<file path="src/mac_dma_status_pkg.sv">
// Register map, field positions and reset values of the MAC DMA status and interrupt block
package mac_dma_status_pkg;
   // Byte addresses of the registers on the register port
   localparam logic [31:0] TX_QUEUE_PTR_ADDR = 32'hf802c01c; // Transmit descriptor queue pointer
   localparam logic [31:0] RX_STATUS_ADDR = 32'hf802c020;    // Receive status, write one to clear
   localparam logic [31:0] IRQ_STATUS_ADDR = 32'hf802c024;   // Interrupt status, clear on read
   localparam logic [31:0] IRQ_ENABLE_ADDR = 32'hf802c028;   // Interrupt enable, write only
   localparam logic [31:0] IRQ_DISABLE_ADDR = 32'hf802c02c;  // Interrupt disable, write only
   localparam logic [31:0] IRQ_MASK_ADDR = 32'hf802c030;     // Interrupt mask, read only

   // Receive status flag positions
   localparam int RX_BUF_UNAVAIL_BIT = 0;  // buffer_unavailable
   localparam int RX_FRAME_RECV_BIT = 1;   // frame_received
   localparam int RX_OVERRUN_BIT = 2;      // receive_overrun
   localparam int RX_STATUS_WIDTH = 3;

   // Interrupt status, enable, disable and mask bit positions
   localparam int IRQ_MGMT_DONE_BIT = 0;      // management_done
   localparam int IRQ_RX_COMPLETE_BIT = 1;    // receive_complete
   localparam int IRQ_RX_OWNED_BIT = 2;       // rx_owned_descriptor
   localparam int IRQ_TX_OWNED_BIT = 3;       // tx_owned_descriptor
   localparam int IRQ_TX_UNDERRUN_BIT = 4;    // transmit_underrun
   localparam int IRQ_RETRY_LIMIT_BIT = 5;    // retry_limit_irq
   localparam int IRQ_TX_ERROR_BIT = 6;       // transmit_error
   localparam int IRQ_TX_COMPLETE_BIT = 7;    // transmit_complete
   localparam int IRQ_RX_OVERRUN_BIT = 10;    // receive_overrun_irq
   localparam int IRQ_BUS_ERROR_BIT = 11;     // bus error response seen by the DMA
   localparam int IRQ_PAUSE_RECV_BIT = 12;    // pause_received_irq
   localparam int IRQ_PAUSE_ZERO_BIT = 13;    // pause_time_zero

   // Implemented interrupt bits; everything else is reserved and reads zero
   localparam logic [31:0] IRQ_VALID_BITS = 32'h00003cff;
   localparam logic [31:0] IRQ_STATUS_RESET = 32'h00000000; // No events pending after reset
   localparam logic [31:0] IRQ_MASK_RESET = 32'h00003cff;   // All sources masked after reset

   // Queue pointer layout: two-word descriptors, 1024 entries in the low-order index
   localparam int DESC_INDEX_LSB = 3;
   localparam int DESC_INDEX_MSB = 12;
   localparam int DESC_INDEX_WIDTH = 10;
   localparam logic [31:0] QUEUE_PTR_WORD_MASK = 32'hfffffffc; // Bits 1:0 read as zero
   localparam logic [31:0] QUEUE_PTR_RESET = 32'h00000000;
   localparam logic [31:0] READ_DATA_IDLE = 32'h00000000;     // Read data outside the answer cycle
endpackage : mac_dma_status_pkg

</file>
<file path="src/irq_bank_if.sv">
// Carrier between the register front end and the interrupt status bank
`timescale 1ns/1ps
interface irq_bank_if;
   logic [31:0] events;      // Hardware event pulses, one bit per interrupt source
   logic readClear;          // Software read of the interrupt status register
   logic enableWrite;        // Write strobe for the interrupt enable register
   logic disableWrite;       // Write strobe for the interrupt disable register
   logic [31:0] wrData;      // Write data for enable or disable
   logic [31:0] status;      // Registered interrupt status
   logic [31:0] mask;        // Registered interrupt mask, one means masked
   logic irq;                // Registered interrupt request

   modport ctrl (output events, output readClear, output enableWrite, output disableWrite,
                 output wrData, input status, input mask, input irq);
   modport bank (input events, input readClear, input enableWrite, input disableWrite,
                 input wrData, output status, output mask, output irq);
endinterface : irq_bank_if

</file>
<file path="src/irq_status_bank.sv">
// Interrupt status, mask and request logic of the MAC DMA status block
`timescale 1ns/1ps
module irq_status_bank (
   input wire logic clk,
   input wire logic rst,
   irq_bank_if.bank bus
);
   // Whole state of the bank in one packed word
   typedef struct packed {
      logic [31:0] status;  // Sticky event flags
      logic [31:0] mask;    // One means the source is masked
      logic irq;            // Interrupt request
   } bank_state_t;

   bank_state_t state_reg;
   bank_state_t state_next;

   // Next state: clear on read, then events set; the set wins so no event is lost
   always_comb begin
      state_next = state_reg;
      if (bus.readClear) begin
         state_next.status = '0;
      end
      state_next.status = (state_next.status | bus.events) & mac_dma_status_pkg::IRQ_VALID_BITS;
      // Ones in the enable write unmask, zeros leave the source alone
      if (bus.enableWrite) begin
         state_next.mask = state_next.mask & ~bus.wrData;
      end
      // Ones in the disable write mask, zeros leave the source alone
      if (bus.disableWrite) begin
         state_next.mask = state_next.mask | bus.wrData;
      end
      state_next.mask = state_next.mask & mac_dma_status_pkg::IRQ_VALID_BITS;
      // Request follows the new flags so it drops in the same edge that a read clears them
      state_next.irq = |(state_next.status & ~state_next.mask);
   end

   // State register with synchronous reset
   always_ff @(posedge clk) begin
      if (rst) begin
         state_reg.status <= mac_dma_status_pkg::IRQ_STATUS_RESET;
         state_reg.mask <= mac_dma_status_pkg::IRQ_MASK_RESET;
         state_reg.irq <= 1'b0;
      end else begin
         state_reg <= state_next;
      end
   end

   assign bus.status = state_reg.status;
   assign bus.mask = state_reg.mask;
   assign bus.irq = state_reg.irq;
endmodule : irq_status_bank

</file>
<file path="src/mac_dma_status_irq.sv">
// MAC DMA front end: transmit queue pointer, receive status and interrupt registers
//
// Summary of operation
// - Queue pointer index advances, wraps on 1024 or flag
// - Pointer write ignored while transmit is active
// - Pointer read gives current frame's first buffer
// - Receive flags at bits 0-2, write one clears
// - Every failed receive fetch sets buffer unavailable
// - After failed fetch, refetch at each frame start
// - Stored complete frame sets frame received flag
// - Lost frame sets overrun and reclaims its buffer
// - Reading interrupt status clears all its flags
// - Finished PHY management operation sets bit 0
// - Frame written to memory sets bit 1
// - Owned receive/transmit descriptor sets bit 2/3
// - Late data, mid-frame used, pointer write: bit 4
// - Buffers exhausted mid-frame set bit 6
// - Finished frame transmission sets bit 7
// - Receive overrun condition sets bit 10
// - Bus error response sets bit 11
// - Valid pause frame sets bit 12
// - Pause time reaching zero sets bit 13
// - Enable write unmasks sources at status positions
// - Disable write masks sources at status positions
// - Mask register shows which sources are masked
// - Transmit active input blocks pointer writes
`timescale 1ns/1ps
module mac_dma_status_irq (
   input wire logic clk,
   input wire logic rst,
   // Register port
   input wire logic [31:0] regAddr,
   input wire logic [31:0] regWrData,
   input wire logic regWrite,
   input wire logic regRead,
   output logic [31:0] regRdData,
   // Transmit engine
   input wire logic transmitActive,
   input wire logic txFrameStart,
   input wire logic txBufferConsumed,
   input wire logic txDescWrap,
   input wire logic txDescOwnedByCpu,
   input wire logic txDataLate,
   input wire logic txUsedMidFrame,
   input wire logic txBuffersExhausted,
   input wire logic txRetryLimit,
   input wire logic txFrameDone,
   output logic [31:0] txDescAddr,
   // Receive engine
   input wire logic rxFrameStart,
   input wire logic rxDescFetchOk,
   input wire logic rxDescOwnedByCpu,
   input wire logic rxFrameStored,
   input wire logic rxOverrun,
   output logic rxRefetchPending,
   output logic rxFetchRequest,
   output logic rxBufferReclaim,
   // Other event sources
   input wire logic mgmtDone,
   input wire logic busError,
   input wire logic pauseFrameValid,
   input wire logic pauseTimeZero,
   // Interrupt request
   output logic irq
);
   // Receive descriptor fetch state, Gray coded
   typedef enum logic [0:0] {
      RX_FETCH_NORMAL = 1'b0,  // Last fetch found a descriptor we own
      RX_FETCH_RETRY = 1'b1    // Waiting for the next frame to fetch again
   } rx_fetch_t;

   // Whole state of the front end in one packed word
   typedef struct packed {
      logic [31:0] txStart;            // Written start of the descriptor list
      logic [31:0] txCur;              // Descriptor currently in use by the DMA
      logic [31:0] txFirst;            // First buffer of the frame in flight
      logic [2:0] rxStatus;            // Receive status flags
      rx_fetch_t rxFetch;              // Receive fetch retry state
      logic fetchReq;                  // Refetch request pulse
      logic reclaim;                   // Buffer reclaim pulse
      logic [31:0] rdData;             // Read answer, valid one cycle
   } front_state_t;

   front_state_t state_reg;
   front_state_t state_next;

   irq_bank_if bankBus ();

   // Width of the descriptor index field, declared before the index signal that uses it
   localparam int DESC_WIDTH_LOCAL = mac_dma_status_pkg::DESC_INDEX_WIDTH;

   // Address decode of the register port
   logic hitTxPtr;
   logic hitRxStatus;
   logic hitIrqStatus;
   logic hitIrqEnable;
   logic hitIrqDisable;
   logic hitIrqMask;
   logic txPtrWriteOk;             // A pointer write that is actually taken
   logic [DESC_WIDTH_LOCAL-1:0] nextIndex;
   logic [31:0] irqEvents;

   assign hitTxPtr = (regAddr == mac_dma_status_pkg::TX_QUEUE_PTR_ADDR);
   assign hitRxStatus = (regAddr == mac_dma_status_pkg::RX_STATUS_ADDR);
   assign hitIrqStatus = (regAddr == mac_dma_status_pkg::IRQ_STATUS_ADDR);
   assign hitIrqEnable = (regAddr == mac_dma_status_pkg::IRQ_ENABLE_ADDR);
   assign hitIrqDisable = (regAddr == mac_dma_status_pkg::IRQ_DISABLE_ADDR);
   assign hitIrqMask = (regAddr == mac_dma_status_pkg::IRQ_MASK_ADDR);

   // Transmit engine owns the pointer while a frame is going out
   assign txPtrWriteOk = regWrite && hitTxPtr && !transmitActive;

   // Index field counts modulo 1024, so it returns to the written value by itself
   assign nextIndex = state_reg.txCur[mac_dma_status_pkg::DESC_INDEX_MSB:mac_dma_status_pkg::DESC_INDEX_LSB]
                      + 10'h001;

   // Gather event pulses into interrupt status positions
   always_comb begin
      irqEvents = 32'h00000000;
      irqEvents[mac_dma_status_pkg::IRQ_MGMT_DONE_BIT] = mgmtDone;
      irqEvents[mac_dma_status_pkg::IRQ_RX_COMPLETE_BIT] = rxFrameStored;
      irqEvents[mac_dma_status_pkg::IRQ_RX_OWNED_BIT] = rxDescOwnedByCpu;
      irqEvents[mac_dma_status_pkg::IRQ_TX_OWNED_BIT] = txDescOwnedByCpu;
      // Underrun also covers a pointer rewrite, since it abandons the queue in flight
      irqEvents[mac_dma_status_pkg::IRQ_TX_UNDERRUN_BIT] = txDataLate | txUsedMidFrame | txPtrWriteOk;
      irqEvents[mac_dma_status_pkg::IRQ_RETRY_LIMIT_BIT] = txRetryLimit;
      irqEvents[mac_dma_status_pkg::IRQ_TX_ERROR_BIT] = txBuffersExhausted;
      irqEvents[mac_dma_status_pkg::IRQ_TX_COMPLETE_BIT] = txFrameDone;
      irqEvents[mac_dma_status_pkg::IRQ_RX_OVERRUN_BIT] = rxOverrun;
      irqEvents[mac_dma_status_pkg::IRQ_BUS_ERROR_BIT] = busError;
      irqEvents[mac_dma_status_pkg::IRQ_PAUSE_RECV_BIT] = pauseFrameValid;
      irqEvents[mac_dma_status_pkg::IRQ_PAUSE_ZERO_BIT] = pauseTimeZero;
   end

   // Drive the interrupt bank through its carrier
   assign bankBus.events = irqEvents;
   assign bankBus.readClear = regRead && hitIrqStatus;
   assign bankBus.enableWrite = regWrite && hitIrqEnable;
   assign bankBus.disableWrite = regWrite && hitIrqDisable;
   assign bankBus.wrData = regWrData;

   irq_status_bank bank (
      .clk(clk),
      .rst(rst),
      .bus(bankBus)
   );

   // Next state of the front end
   always_comb begin
      state_next = state_reg;
      state_next.fetchReq = 1'b0;
      state_next.reclaim = 1'b0;
      state_next.rdData = mac_dma_status_pkg::READ_DATA_IDLE;

      // Transmit pointer: software write restarts the list, otherwise the DMA walks it
      if (txPtrWriteOk) begin
         // Bit 2 is kept as written; software keeps it zero to avoid a burst over a 1K line
         state_next.txStart = regWrData & mac_dma_status_pkg::QUEUE_PTR_WORD_MASK;
         state_next.txCur = regWrData & mac_dma_status_pkg::QUEUE_PTR_WORD_MASK;
         state_next.txFirst = regWrData & mac_dma_status_pkg::QUEUE_PTR_WORD_MASK;
      end else begin
         // Remember where the frame now starting began
         if (txFrameStart) begin
            state_next.txFirst = state_reg.txCur;
         end
         if (txBufferConsumed) begin
            if (txDescWrap) begin
               state_next.txCur = state_reg.txStart;
            end else begin
               state_next.txCur[mac_dma_status_pkg::DESC_INDEX_MSB:mac_dma_status_pkg::DESC_INDEX_LSB] =
                  nextIndex;
            end
         end
      end

      // Receive status: write one clears, hardware set wins in the same cycle
      if (regWrite && hitRxStatus) begin
         state_next.rxStatus = state_reg.rxStatus & ~regWrData[2:0];
      end
      if (rxDescOwnedByCpu) begin
         state_next.rxStatus[mac_dma_status_pkg::RX_BUF_UNAVAIL_BIT] = 1'b1;
      end
      if (rxFrameStored) begin
         state_next.rxStatus[mac_dma_status_pkg::RX_FRAME_RECV_BIT] = 1'b1;
      end
      if (rxOverrun) begin
         state_next.rxStatus[mac_dma_status_pkg::RX_OVERRUN_BIT] = 1'b1;
         state_next.reclaim = 1'b1;
      end

      // Receive fetch retry: a failed fetch is retried at each new frame
      case (state_reg.rxFetch)
         RX_FETCH_NORMAL: begin
            if (rxDescOwnedByCpu) begin
               state_next.rxFetch = RX_FETCH_RETRY;
            end
         end
         RX_FETCH_RETRY: begin
            if (rxDescFetchOk) begin
               state_next.rxFetch = RX_FETCH_NORMAL;
            end else if (rxFrameStart) begin
               state_next.fetchReq = 1'b1;
            end
         end
         default: begin
            state_next.rxFetch = RX_FETCH_NORMAL;
         end
      endcase

      // Read answer, registered so it stands only in the cycle after the strobe
      if (regRead) begin
         if (hitTxPtr) begin
            state_next.rdData = state_reg.txFirst;
         end else if (hitRxStatus) begin
            state_next.rdData = {29'h00000000, state_reg.rxStatus};
         end else if (hitIrqStatus) begin
            state_next.rdData = bankBus.status;
         end else if (hitIrqMask) begin
            state_next.rdData = bankBus.mask;
         end else begin
            // Write-only and unmapped addresses read as zero
            state_next.rdData = mac_dma_status_pkg::READ_DATA_IDLE;
         end
      end
   end

   // State register with synchronous reset
   always_ff @(posedge clk) begin
      if (rst) begin
         state_reg.txStart <= mac_dma_status_pkg::QUEUE_PTR_RESET;
         state_reg.txCur <= mac_dma_status_pkg::QUEUE_PTR_RESET;
         state_reg.txFirst <= mac_dma_status_pkg::QUEUE_PTR_RESET;
         state_reg.rxStatus <= 3'h0;
         state_reg.rxFetch <= RX_FETCH_NORMAL;
         state_reg.fetchReq <= 1'b0;
         state_reg.reclaim <= 1'b0;
         state_reg.rdData <= mac_dma_status_pkg::READ_DATA_IDLE;
      end else begin
         state_reg <= state_next;
      end
   end

   // Outputs straight from flip-flops
   assign regRdData = state_reg.rdData;
   assign txDescAddr = state_reg.txCur;
   assign rxRefetchPending = (state_reg.rxFetch == RX_FETCH_RETRY);
   assign rxFetchRequest = state_reg.fetchReq;
   assign rxBufferReclaim = state_reg.reclaim;
   assign irq = bankBus.irq;
endmodule : mac_dma_status_irq

</file>
<file path="config.mk">
export PLATFORM = sky130hd
export DESIGN_NAME = mac_dma_status_irq
export DESIGN_NICKNAME = d
export VERILOG_FILES = /design/src/mac_dma_status_pkg.sv /design/src/irq_bank_if.sv /design/src/irq_status_bank.sv /design/src/mac_dma_status_irq.sv
export SDC_FILE = /design/constraint.sdc
export NUM_CORES = 1
export LEC_CHECK = 0
export BUFFER_PORTS_ARGS = -buffer_cell sky130_fd_sc_hd__clkbuf_2
export CAP_MARGIN = 10
export CORE_ASPECT_RATIO = 0.9
export CORE_MARGIN = 4
export CORE_UTILIZATION = 40
export DETAILED_ROUTE_END_ITERATION = 7
export GPL_TIMING_DRIVEN = 1
export PLACE_DENSITY = 0.74
export SLEW_MARGIN = 20
export SYNTH_ARGS = -nofsm -noshare
export SYNTH_HDL_FRONTEND = slang
export SYNTH_SLANG_ARGS = --single-unit
</file>
<file path="constraint.sdc">
create_clock -name clk -period 4.4 [get_ports clk]
set_input_delay 1.1 -clock clk [delete_from_list [all_inputs] [get_ports clk]]
set_output_delay 1.1 -clock clk [all_outputs]
set_load 0.005 [all_outputs]
</file>
# Word level (Yosys, flattened, before mapping)
# Cells that the tools add are included.
# word_totals
ram_bits	0
mem_count	0
elab_cells	74
output_inout_bits	68
mem_bits_ro	0
latchBits	0
register_bits	153
# op_classes
n_div	0
n_eq_ne	6
shifts	0
add_sub_neg	1
n_reduce_logical	18
n_mul	0
mux	22
order_cmp	0
bitwise	12
# ops
op	n
== test 32 bit, second input constant	6
two-way mux 32 bit	4
two-way mux 14 bit	5
two-way mux 64 bit	1
bitwise AND 14 x 32 -> 32 bit	1
inverter 14 -> 32 bit	1
OR reduction 32 bit	1
bitwise OR 14 bit	2
two-way mux 19 bit	1
bitwise AND 14 bit	1
inverter 14 bit	1
nonzero test 2 bit	6
adder 10 x 1 -> 10 bit, second input constant	1
two-way mux 10 bit	1
two-way mux 1 bit	7
logical AND 1 bit	6
two-way mux 3 bit	2
OR reduction 3 bit	2
bitwise AND 3 bit	1
inverter 3 bit	1
inverter 1 bit	2
bitwise OR 1 bit	2
case mux 1 bit (2 select lines)	1
AND reduction 2 bit	1
2 further kinds	2

# Logic depth before layout (Yosys ltp)
# Gate-level depths: netlist of run 1.
# depth
depth_word	8
ltp_mapped	9
mapped_depth_nobuf	6

# Cells and area by module
# A second synthesis of run 1 with hierarchy kept.
# hier_totals
hier_cells	846
hier_area_um2	7270.7
# by_module_without_submodules
mod	n_inst	cells_per_inst	area_each_um2
mac_dma_status_irq	1	701	5962.0
irq_status_bank	1	145	1308.8

# Worst setup path before layout of run 1
# No wires, ideal clock.
# synth_path
path_kind	input to register
from	in regAddr[8]
to	reg bank.bus.irq (netlist name)
t_required_ps	4265
setup_ps	135
n_path_buf	0
arrival_time_ps	2850
path_stages	6
slack_ps	1415
cell_sequence	nor4_4 -> nand4_4 -> or3_4 -> a2111o_1 -> a2111oi_2 -> a31oi_1
# synth_between
elab_chain_len	8
elab_cells_between_ends	18
classes_between	4 x eq/ne; 3 x mux; 5 x bitwise; 6 x reduce/logical
# synth_rtl
item	line_no	source
from (decl)	mac_dma_status_irq.sv:32	input wire logic [31:0] regAddr,
== test 32 bit	mac_dma_status_irq.sv:106	assign hitIrqEnable = (regAddr == mac_dma_status_pkg::IRQ_ENABLE_ADDR);
logical AND 1 bit	mac_dma_status_irq.sv:138	assign bankBus.enableWrite = regWrite && hitIrqEnable;
two-way mux 14 bit	irq_status_bank.sv:26	if (bus.enableWrite) begin
bitwise OR 14 bit	irq_status_bank.sv:31	state_next.mask = state_next.mask | bus.wrData;
two-way mux 14 bit	irq_status_bank.sv:30	if (bus.disableWrite) begin
inverter 14 -> 32 bit	irq_status_bank.sv:35	state_next.irq = |(state_next.status & ~state_next.mask);
bitwise AND 14 x 32 -> 32 bit (*)	irq_status_bank.sv:35	
OR reduction 32 bit (*)	irq_status_bank.sv:35	
# Mark *: on every way between the ends. The rest lies on a longest branch, timed or not.
# A chain may end at the register's enable or synchronous reset.

# Final worst setup path of run 1
# layout_path
from	in regAddr[2]
to	reg bank.bus.irq (netlist name)
# layout_between
elab_chain_len	8
elab_cells_between_ends	18
classes_between	4 x eq/ne; 3 x mux; 5 x bitwise; 6 x reduce/logical
# layout_rtl
item	line_no
== test 32 bit	mac_dma_status_irq.sv:106
logical AND 1 bit	mac_dma_status_irq.sv:138
two-way mux 14 bit	irq_status_bank.sv:26
bitwise OR 14 bit	irq_status_bank.sv:31
two-way mux 14 bit	irq_status_bank.sv:30
inverter 14 -> 32 bit	irq_status_bank.sv:35
bitwise AND 14 x 32 -> 32 bit (*)	irq_status_bank.sv:35
OR reduction 32 bit (*)	irq_status_bank.sv:35
# Marked as above.

==> results.md, run 1 <==
- Actual transition at the worst max-transition pin: 1100 ps
- # rows: 44
- Status: completed
- Vias per inst: 5.201
- Antenna cells: 0
- DP Cell Count: 1006
- Area of the multi-input gates: 3015 um^2
- Fmax: 318.5 MHz
- Worst-path fanout max: 19
- Clock slew at reported path FFs: 60 ps
- First-pass GRT wire length: 26400 um
- Finish-stage setup viols: 0
- All-Layer GR Usage: 16.89%
- Total chip power: 3.068 mW
- Post-synth top area share: 44.98%
- First drt pass iteration count: 5
- CTS Hold Bufs: 0
- Total die area: 19180 um^2
- Setup tns final: 0 ps
- Slew Limit Fails: 0
- Share of layout cells above drive strength 1: 24.79%
- Reg area: 3063 um^2
- CTS root buf: clkbuf_16
- Max_slew headroom: 26.70%
- Startpoint type of the worst setup path: primary input
- Final Hold Vio Count: 0
- Post-Route WL: 16340 um
- Maximum VDD drop: 0.0002307 V
- CTS sink count: 153
- Minimum clock period: 3140 ps
- Area growth, synth to finish: 15.07%
- Largest cells by area after synthesis: dfxtp_1, mux2i_1, a21oi_1
- H-tree lvl count: 4
- I/O Buffers: 152
- Pwr Density: 391.5 nW/um^2
- Non-Filler Instances: 1038
- ANT nets after route: 0
- RSZ-0062 raised after global routing: false
- Max cap viols: 0
- Number of flip-flops under the largest register name: 63
- DRC viols: 0
- Fill count: 1593
- Synth warnings: 0
- Die width: 145.5 um
- Mapped cell area: 6810 um^2
- Crit. Startpoint: regAddr[2]
- Final net count: 906
- Core area: 16410 um^2
- Clock tree buffer depth: 2
- CP Class: primary input to register
- Hold WC Path Type: register to register
- Final period util: 71.36%
- CP arrival: 3410 ps
- Starting Density: 41.51%
- Initial antenna violation count: 0
- Gate Count Post-Synth: 753
- Synth Register Bits: 153
- Leak Pwr: 3.417 nW
- Synth top cells by count: dfxtp_1, a21oi_1, nand2_1, buf_4, mux2i_1
- Synth Flop Type: dfxtp_1
- RePlAce Congestion: 0.8793
- Post-detail-place hpwl: 11470 um
- Most common cell in the netlist: dfxtp_1
- Clk_skew: 13.13 ps
- Req. time, crit path: 4670 ps
- Num CTS Buffers: 17
- Hold WS: 447.3 ps
- Sequential area share after synthesis: 44.98%
- CP endpoint kind: register
- Initial DRC Count: 290
- CTS tree: built
- # Post-CTS Setup Buffers: 0
- Number of global-route vias before repair: 5124
- Pin count of the biggest net entering global routing: 119
- Routed WL per cell: 15.74 um
- Mean area per synthesized cell: 9.044 um^2
- Post-CTS Resized: 0
- Worst reg2reg path startpoint: txDescAddr[6]$_SDFFE_PP0P_
- Synth area leader: dfxtp_1
- Worst Hold Launch: state_reg[66]$_SDFFE_PP0P_
- Yosys cell types: 55
- FFs w/ async S/R, synth: 0%
- Clk Latency, worst-skew pair: 420 ps
- IO Count: 155
- Post-synth EDFFs: 0
- Die H: 131.8 um
- Vias: 5399
- GRT overflow: 0
==> cell usage in the layout, fill, tap and decap left out, types with 8 or more instances in the layout <==
cell and instances:
and2_1 21, mux2i_1 58, a22oi_1 9, nand4_1 9, o21bai_1 24, dfxtp_1 153
o21ai_0 18, clkbuf_16 17, and4_1 8, nand2_1 82, nor2_1 28, a211oi_1 14
inv_1 17, clkbuf_2 151, a21oi_1 102
==> stage by stage <==
| stage | instance area [um^2] | util (%) | setup WS [ps] |
|---|---|---|---|
| finish | 7836 | 47.77 | 1260 |
| global route | 7836 | 47.77 | 1131 |
| CTS | 7836 | 47.77 | 1324 |
| detailed placement | 7234 | 44.10 | 871.1 |
| global placement | 7234 | 44.10 | 1009 |
| floorplan | 6814 | - | 1415 |
==> path summary, 6_finish.rpt <==
kind / endpoint / slack [ps] / cells past startpoint
worst min register to register: regRdData[28]$_SDFF_PP0_ / 450 / 1
worst max-delay path: bank.bus.irq$_SDFF_PP0_ / 1260 / 7
worst min-delay path: regRdData[28]$_SDFF_PP0_ / 450 / 1
worst max register to register: txDescAddr[12]$_SDFFE_PP0P_ / 2700 / 6
==> cell type report <==
| cell class | instances | area share [%] |
|---|---|---|
| timing repair buffer | 160 | 10.63 |
| sequential | 153 | 39.09 |
| clock inverter | 13 | 2.028 |
| clock buffer | 19 | 5.652 |
| inverter | 17 | 0.8143 |
| multi-input combinational | 469 | 38.48 |
| tap | 207 | 3.305 |
==> power by group <==
part,internal [mW],switching (mW),leakage [nW]
Combinational,0.0785,0.0982,1.88
Clock,0.868,0.602,0.294
Sequential,1.40,0.0176,1.24
==> routing by layer <==
metal,up-vias,share of wire (%),GRT usage (%)
li1,2725,-,-
met1,2521,45,21.64
met2,137,49,27.46
met3,16,4.7,4.744
met4,0,1.4,5.960
met5,-,0,0
==> kinds of logic (layout without fill, tap and decap cells) <==
logic type,after synthesis,after routing,synth area share (%)
multiplexers,58,58,8.525
AO/OA/AOI/OAI,209,209,19.07
adder cells (fa/ha/maj),1,1,0.1837
AND/OR/NAND/NOR,196,196,15.87
other,1,2,0.05506
flip-flops,153,153,44.98
XOR/XNOR,3,3,0.3859
buffers and inverters,132,209,10.93
==> critical path, cell delays in order <==
cell,delay (ps)
clkbuf_2,310
nor2b_2,330
nand3_2,250
or3_4,410
a2111o_1,450
a2111oi_2,430
a31oi_1,120
(Power assumes the default switching activity.)
==> inputs of run 2 (changes only) <==
clock period = 3 ns   (was 4.4 ns; I/O delays follow)
==> run 2 against run 1 <==
Against the previous run: largest power group unchanged; sequential power rose by 46%; sequential cell count did not move; highest routed layer unchanged; worst setup slack lost 910 ps; die area unchanged; sequential share of layout area shrank 0.79 points; combinational power up 51%; clock skew decreased by 4.2 ps; via count increased by 2.4%; count of clock-buffer cells in the layout shrank 1.
==> results.md, run 2 (same netlist as run 1, synthesis figures left out) <==
- Slew Limit Fails: 0 (unchanged)
- RSZ-0062 raised after global routing: false (unchanged)
- Most frequent cells in the layout: dfxtp_1, clkbuf_2, a21oi_1, nand2_1, mux2i_1 (unchanged)
- Req. time, crit path: 3280 ps (was 4670 ps)
- Minimum clock period: 2651 ps
- Actual transition at the worst max-transition pin: 704.9 ps (was 1100 ps)
- P_sw: 1.067 mW (was 0.7178 mW)
- Pwr Density: 575.0 nW/um^2 (was 391.5 nW/um^2)
- Commonest non-fill, non-tap cell in the layout: dfxtp_1 (unchanged)
- Number of flip-flops under the largest register name: 63 (unchanged)
- Worst path top cell family by delay: simple AND/OR/NAND/NOR gates (was compound AO/OA/AOI/OAI gates)
- # Post-CTS Setup Buffers: 0 (unchanged)
- Initial DRC Count: 398 (was 290)
- CP arrival: 2930 ps (was 3410 ps)
- R2R depth: 6 (unchanged)
- # rows: 44 (unchanged)
- Pin count of the biggest net entering global routing: 119 (unchanged)
- Post-CTS Resized: 0 (unchanged)
- Worst path max stage delay: 700 ps (was 450 ps)
- Clock slew at reported path FFs: 70 ps (was 60 ps)
- Initial antenna violation count: 0 (unchanged)
- DRC viols: 0 (unchanged)
- Post-detail-place hpwl: 11470 um (about the same)
- Post-Route WL: 17040 um (was 16340 um)
- CP Buf/Inv Count: 1 (unchanged)
- H-tree lvl count: 4 (unchanged)
- Hold-critical path depth: 2 (was 1)
- Final Hold Vio Count: 0 (unchanged)
- IO Count: 155 (unchanged)
- Vias per inst: 5.276 (was 5.201)
- Leak Pwr: 3.491 nW (was 3.417 nW)
- Cell Chain, Critical Path: clkbuf_2 -> nor4_2 -> and4b_1 -> and4_1 -> a211oi_1 -> a2111oi_0 -> a31oi_1 (was clkbuf_2 -> nor2b_2 -> nand3_2 -> or3_4 -> a2111o_1 -> a2111oi_2 -> a31oi_1)
- DP Cell Count: 1016 (was 1006)
- Maximum VDD drop: 0.0003481 V (was 0.0002307 V)
- CTS sink count: 153 (unchanged)
- Number of global-route vias before repair: 5211 (was 5124)
- Die width: 145.5 um (unchanged)
- Num CTS Buffers: 17 (unchanged)
- Die H: 131.8 um (unchanged)
- CP Class: primary input to register (unchanged)
- Fmax: 377.3 MHz
- Setup tns final: 0 ps (unchanged)
- Vias: 5529 (was 5399)
- Clock power frac: 48.9% (was 47.9%)
- Max_slew headroom: 52.97% (was 26.70%)
- Startpoint type of the worst setup path: primary input (unchanged)
- CTS tree: built (unchanged)
- First drt pass iteration count: 5 (unchanged)
- Starting Density: 41.51% (unchanged)
- Hold WC Path Type: register to register (unchanged)
- Area growth, synth to finish: 17.44% (was 15.07%)
- Share of power burned in registers: 45.3% (was 46.3%)
- CTS root buf: clkbuf_16 (unchanged)
- CTS Hold Bufs: 0 (unchanged)
- Internal: 3.532 mW (was 2.350 mW)
- Clk Latency, worst-skew pair: 420 ps (about the same)
- Fill count: 1561 (was 1593)
- Combinational share of power: 5.8% (about the same)
- Crit-path slowest cell: and4b_1 (was a2111o_1)
- Clock tree buffer depth: 2 (unchanged)
- Antenna cells: 0 (unchanged)
- Clk_skew: 8.913 ps (was 13.13 ps)
- First-pass GRT wire length: 27050 um (was 26400 um)
- RePlAce Congestion: 0.8524 (was 0.8793)
- Final core utilization: 48.75% (was 47.77%)
- CP endpoint kind: register (unchanged)
- Routed WL per cell: 16.26 um (was 15.74 um)
- Final period util: 88.36%
- I/O Buffers: 152 (unchanged)
- Finish-stage setup viols: 0 (unchanged)
- Share of layout cells above drive strength 1: 25.80% (was 24.79%)
- Worst-path fanout max: 20 (was 19)
- All-Layer GR Usage: 17.40% (was 16.89%)
- GRT overflow: 0 (unchanged)
- Core area: 16410 um^2 (unchanged)
- Status: completed (unchanged)
- Cell depth of the worst setup path: 7 (unchanged)
- Non-Filler Instances: 1048 (was 1038)
- Final net count: 916 (was 906)
- Sw Ratio: 23.20% (was 23.40%)
- ANT nets after route: 0 (unchanged)
- Total die area: 19180 um^2 (unchanged)
- Max cap viols: 0 (unchanged)
run 2: cell types whose count changed in the layout (fill, tap and decap cells not counted), sizes merged:
cell,change
buf,+10
clkinv,-2
clkinvlp,+2
bufinv,+1
clkbuf,-1
run 2: routing by layer:
layer	up-vias	global-route usage [%]	part of all wire [%]
li1	2751	-	-
met1	2577	21.71	44
met2	175	28.29	47
met3	26	6.050	6.5
met4	0	5.749	1.9
met5	-	0	0
run 2: per-stage QoR:
step	hold slack, ps	worst slack [ps]	instance area [um^2]	total power, mW
floorplan	424.4	364.7	6814	2.275
global placement	432.9	107.3	7372	2.389
detailed placement	438.4	19.72	7372	2.393
CTS	452.6	472.6	7998	4.639
global route	463.7	168.1	7998	4.759
finish	446.4	349.3	7998	4.599
run 2: power groups by stage:
stage                     combinational (mW)  clock, mW  sequential, mW
after floorplan                        0.154          0            2.12
after CTS                              0.265       2.29            2.08
after global placement                 0.261          0            2.13
after global routing                   0.291       2.38            2.09
final                                  0.267       2.25            2.08
after detailed placement               0.264          0            2.13
run 2: path summary, 6_finish.rpt:
kind / start / end / slack [ps]
max: regAddr[21] / bank.bus.irq$_SDFF_PP0_ / 350
min: state_reg[116]$_SDFFE_PP0P_ / state_reg[116]$_SDFFE_PP0P_ / 450
max reg2reg: txDescAddr[6]$_SDFFE_PP0P_ / txDescAddr[12]$_SDFFE_PP0P_ / 1250
min reg2reg: state_reg[116]$_SDFFE_PP0P_ / state_reg[116]$_SDFFE_PP0P_ / 450
run 2: tightest hold or removal path: cells and delay by family, from the launching register on:
family / cells / cell delay (ps)
AO/OA/AOI/OAI: 1 / 50
AND/OR/NAND/NOR: 1 / 50
flip-flops: 1 / 300
run 2: cell type report:
type	instances	area, um^2	share of cell area (%)
clock buffers	18	439.2	5.491
clock inverters	14	186.4	2.331
inverters	17	63.81	0.7979
multi-input cells	469	3015	37.70
flip-flops and latches	153	3063	38.30
well taps	207	259.0	3.238
repair buffers	170	970.9	12.14
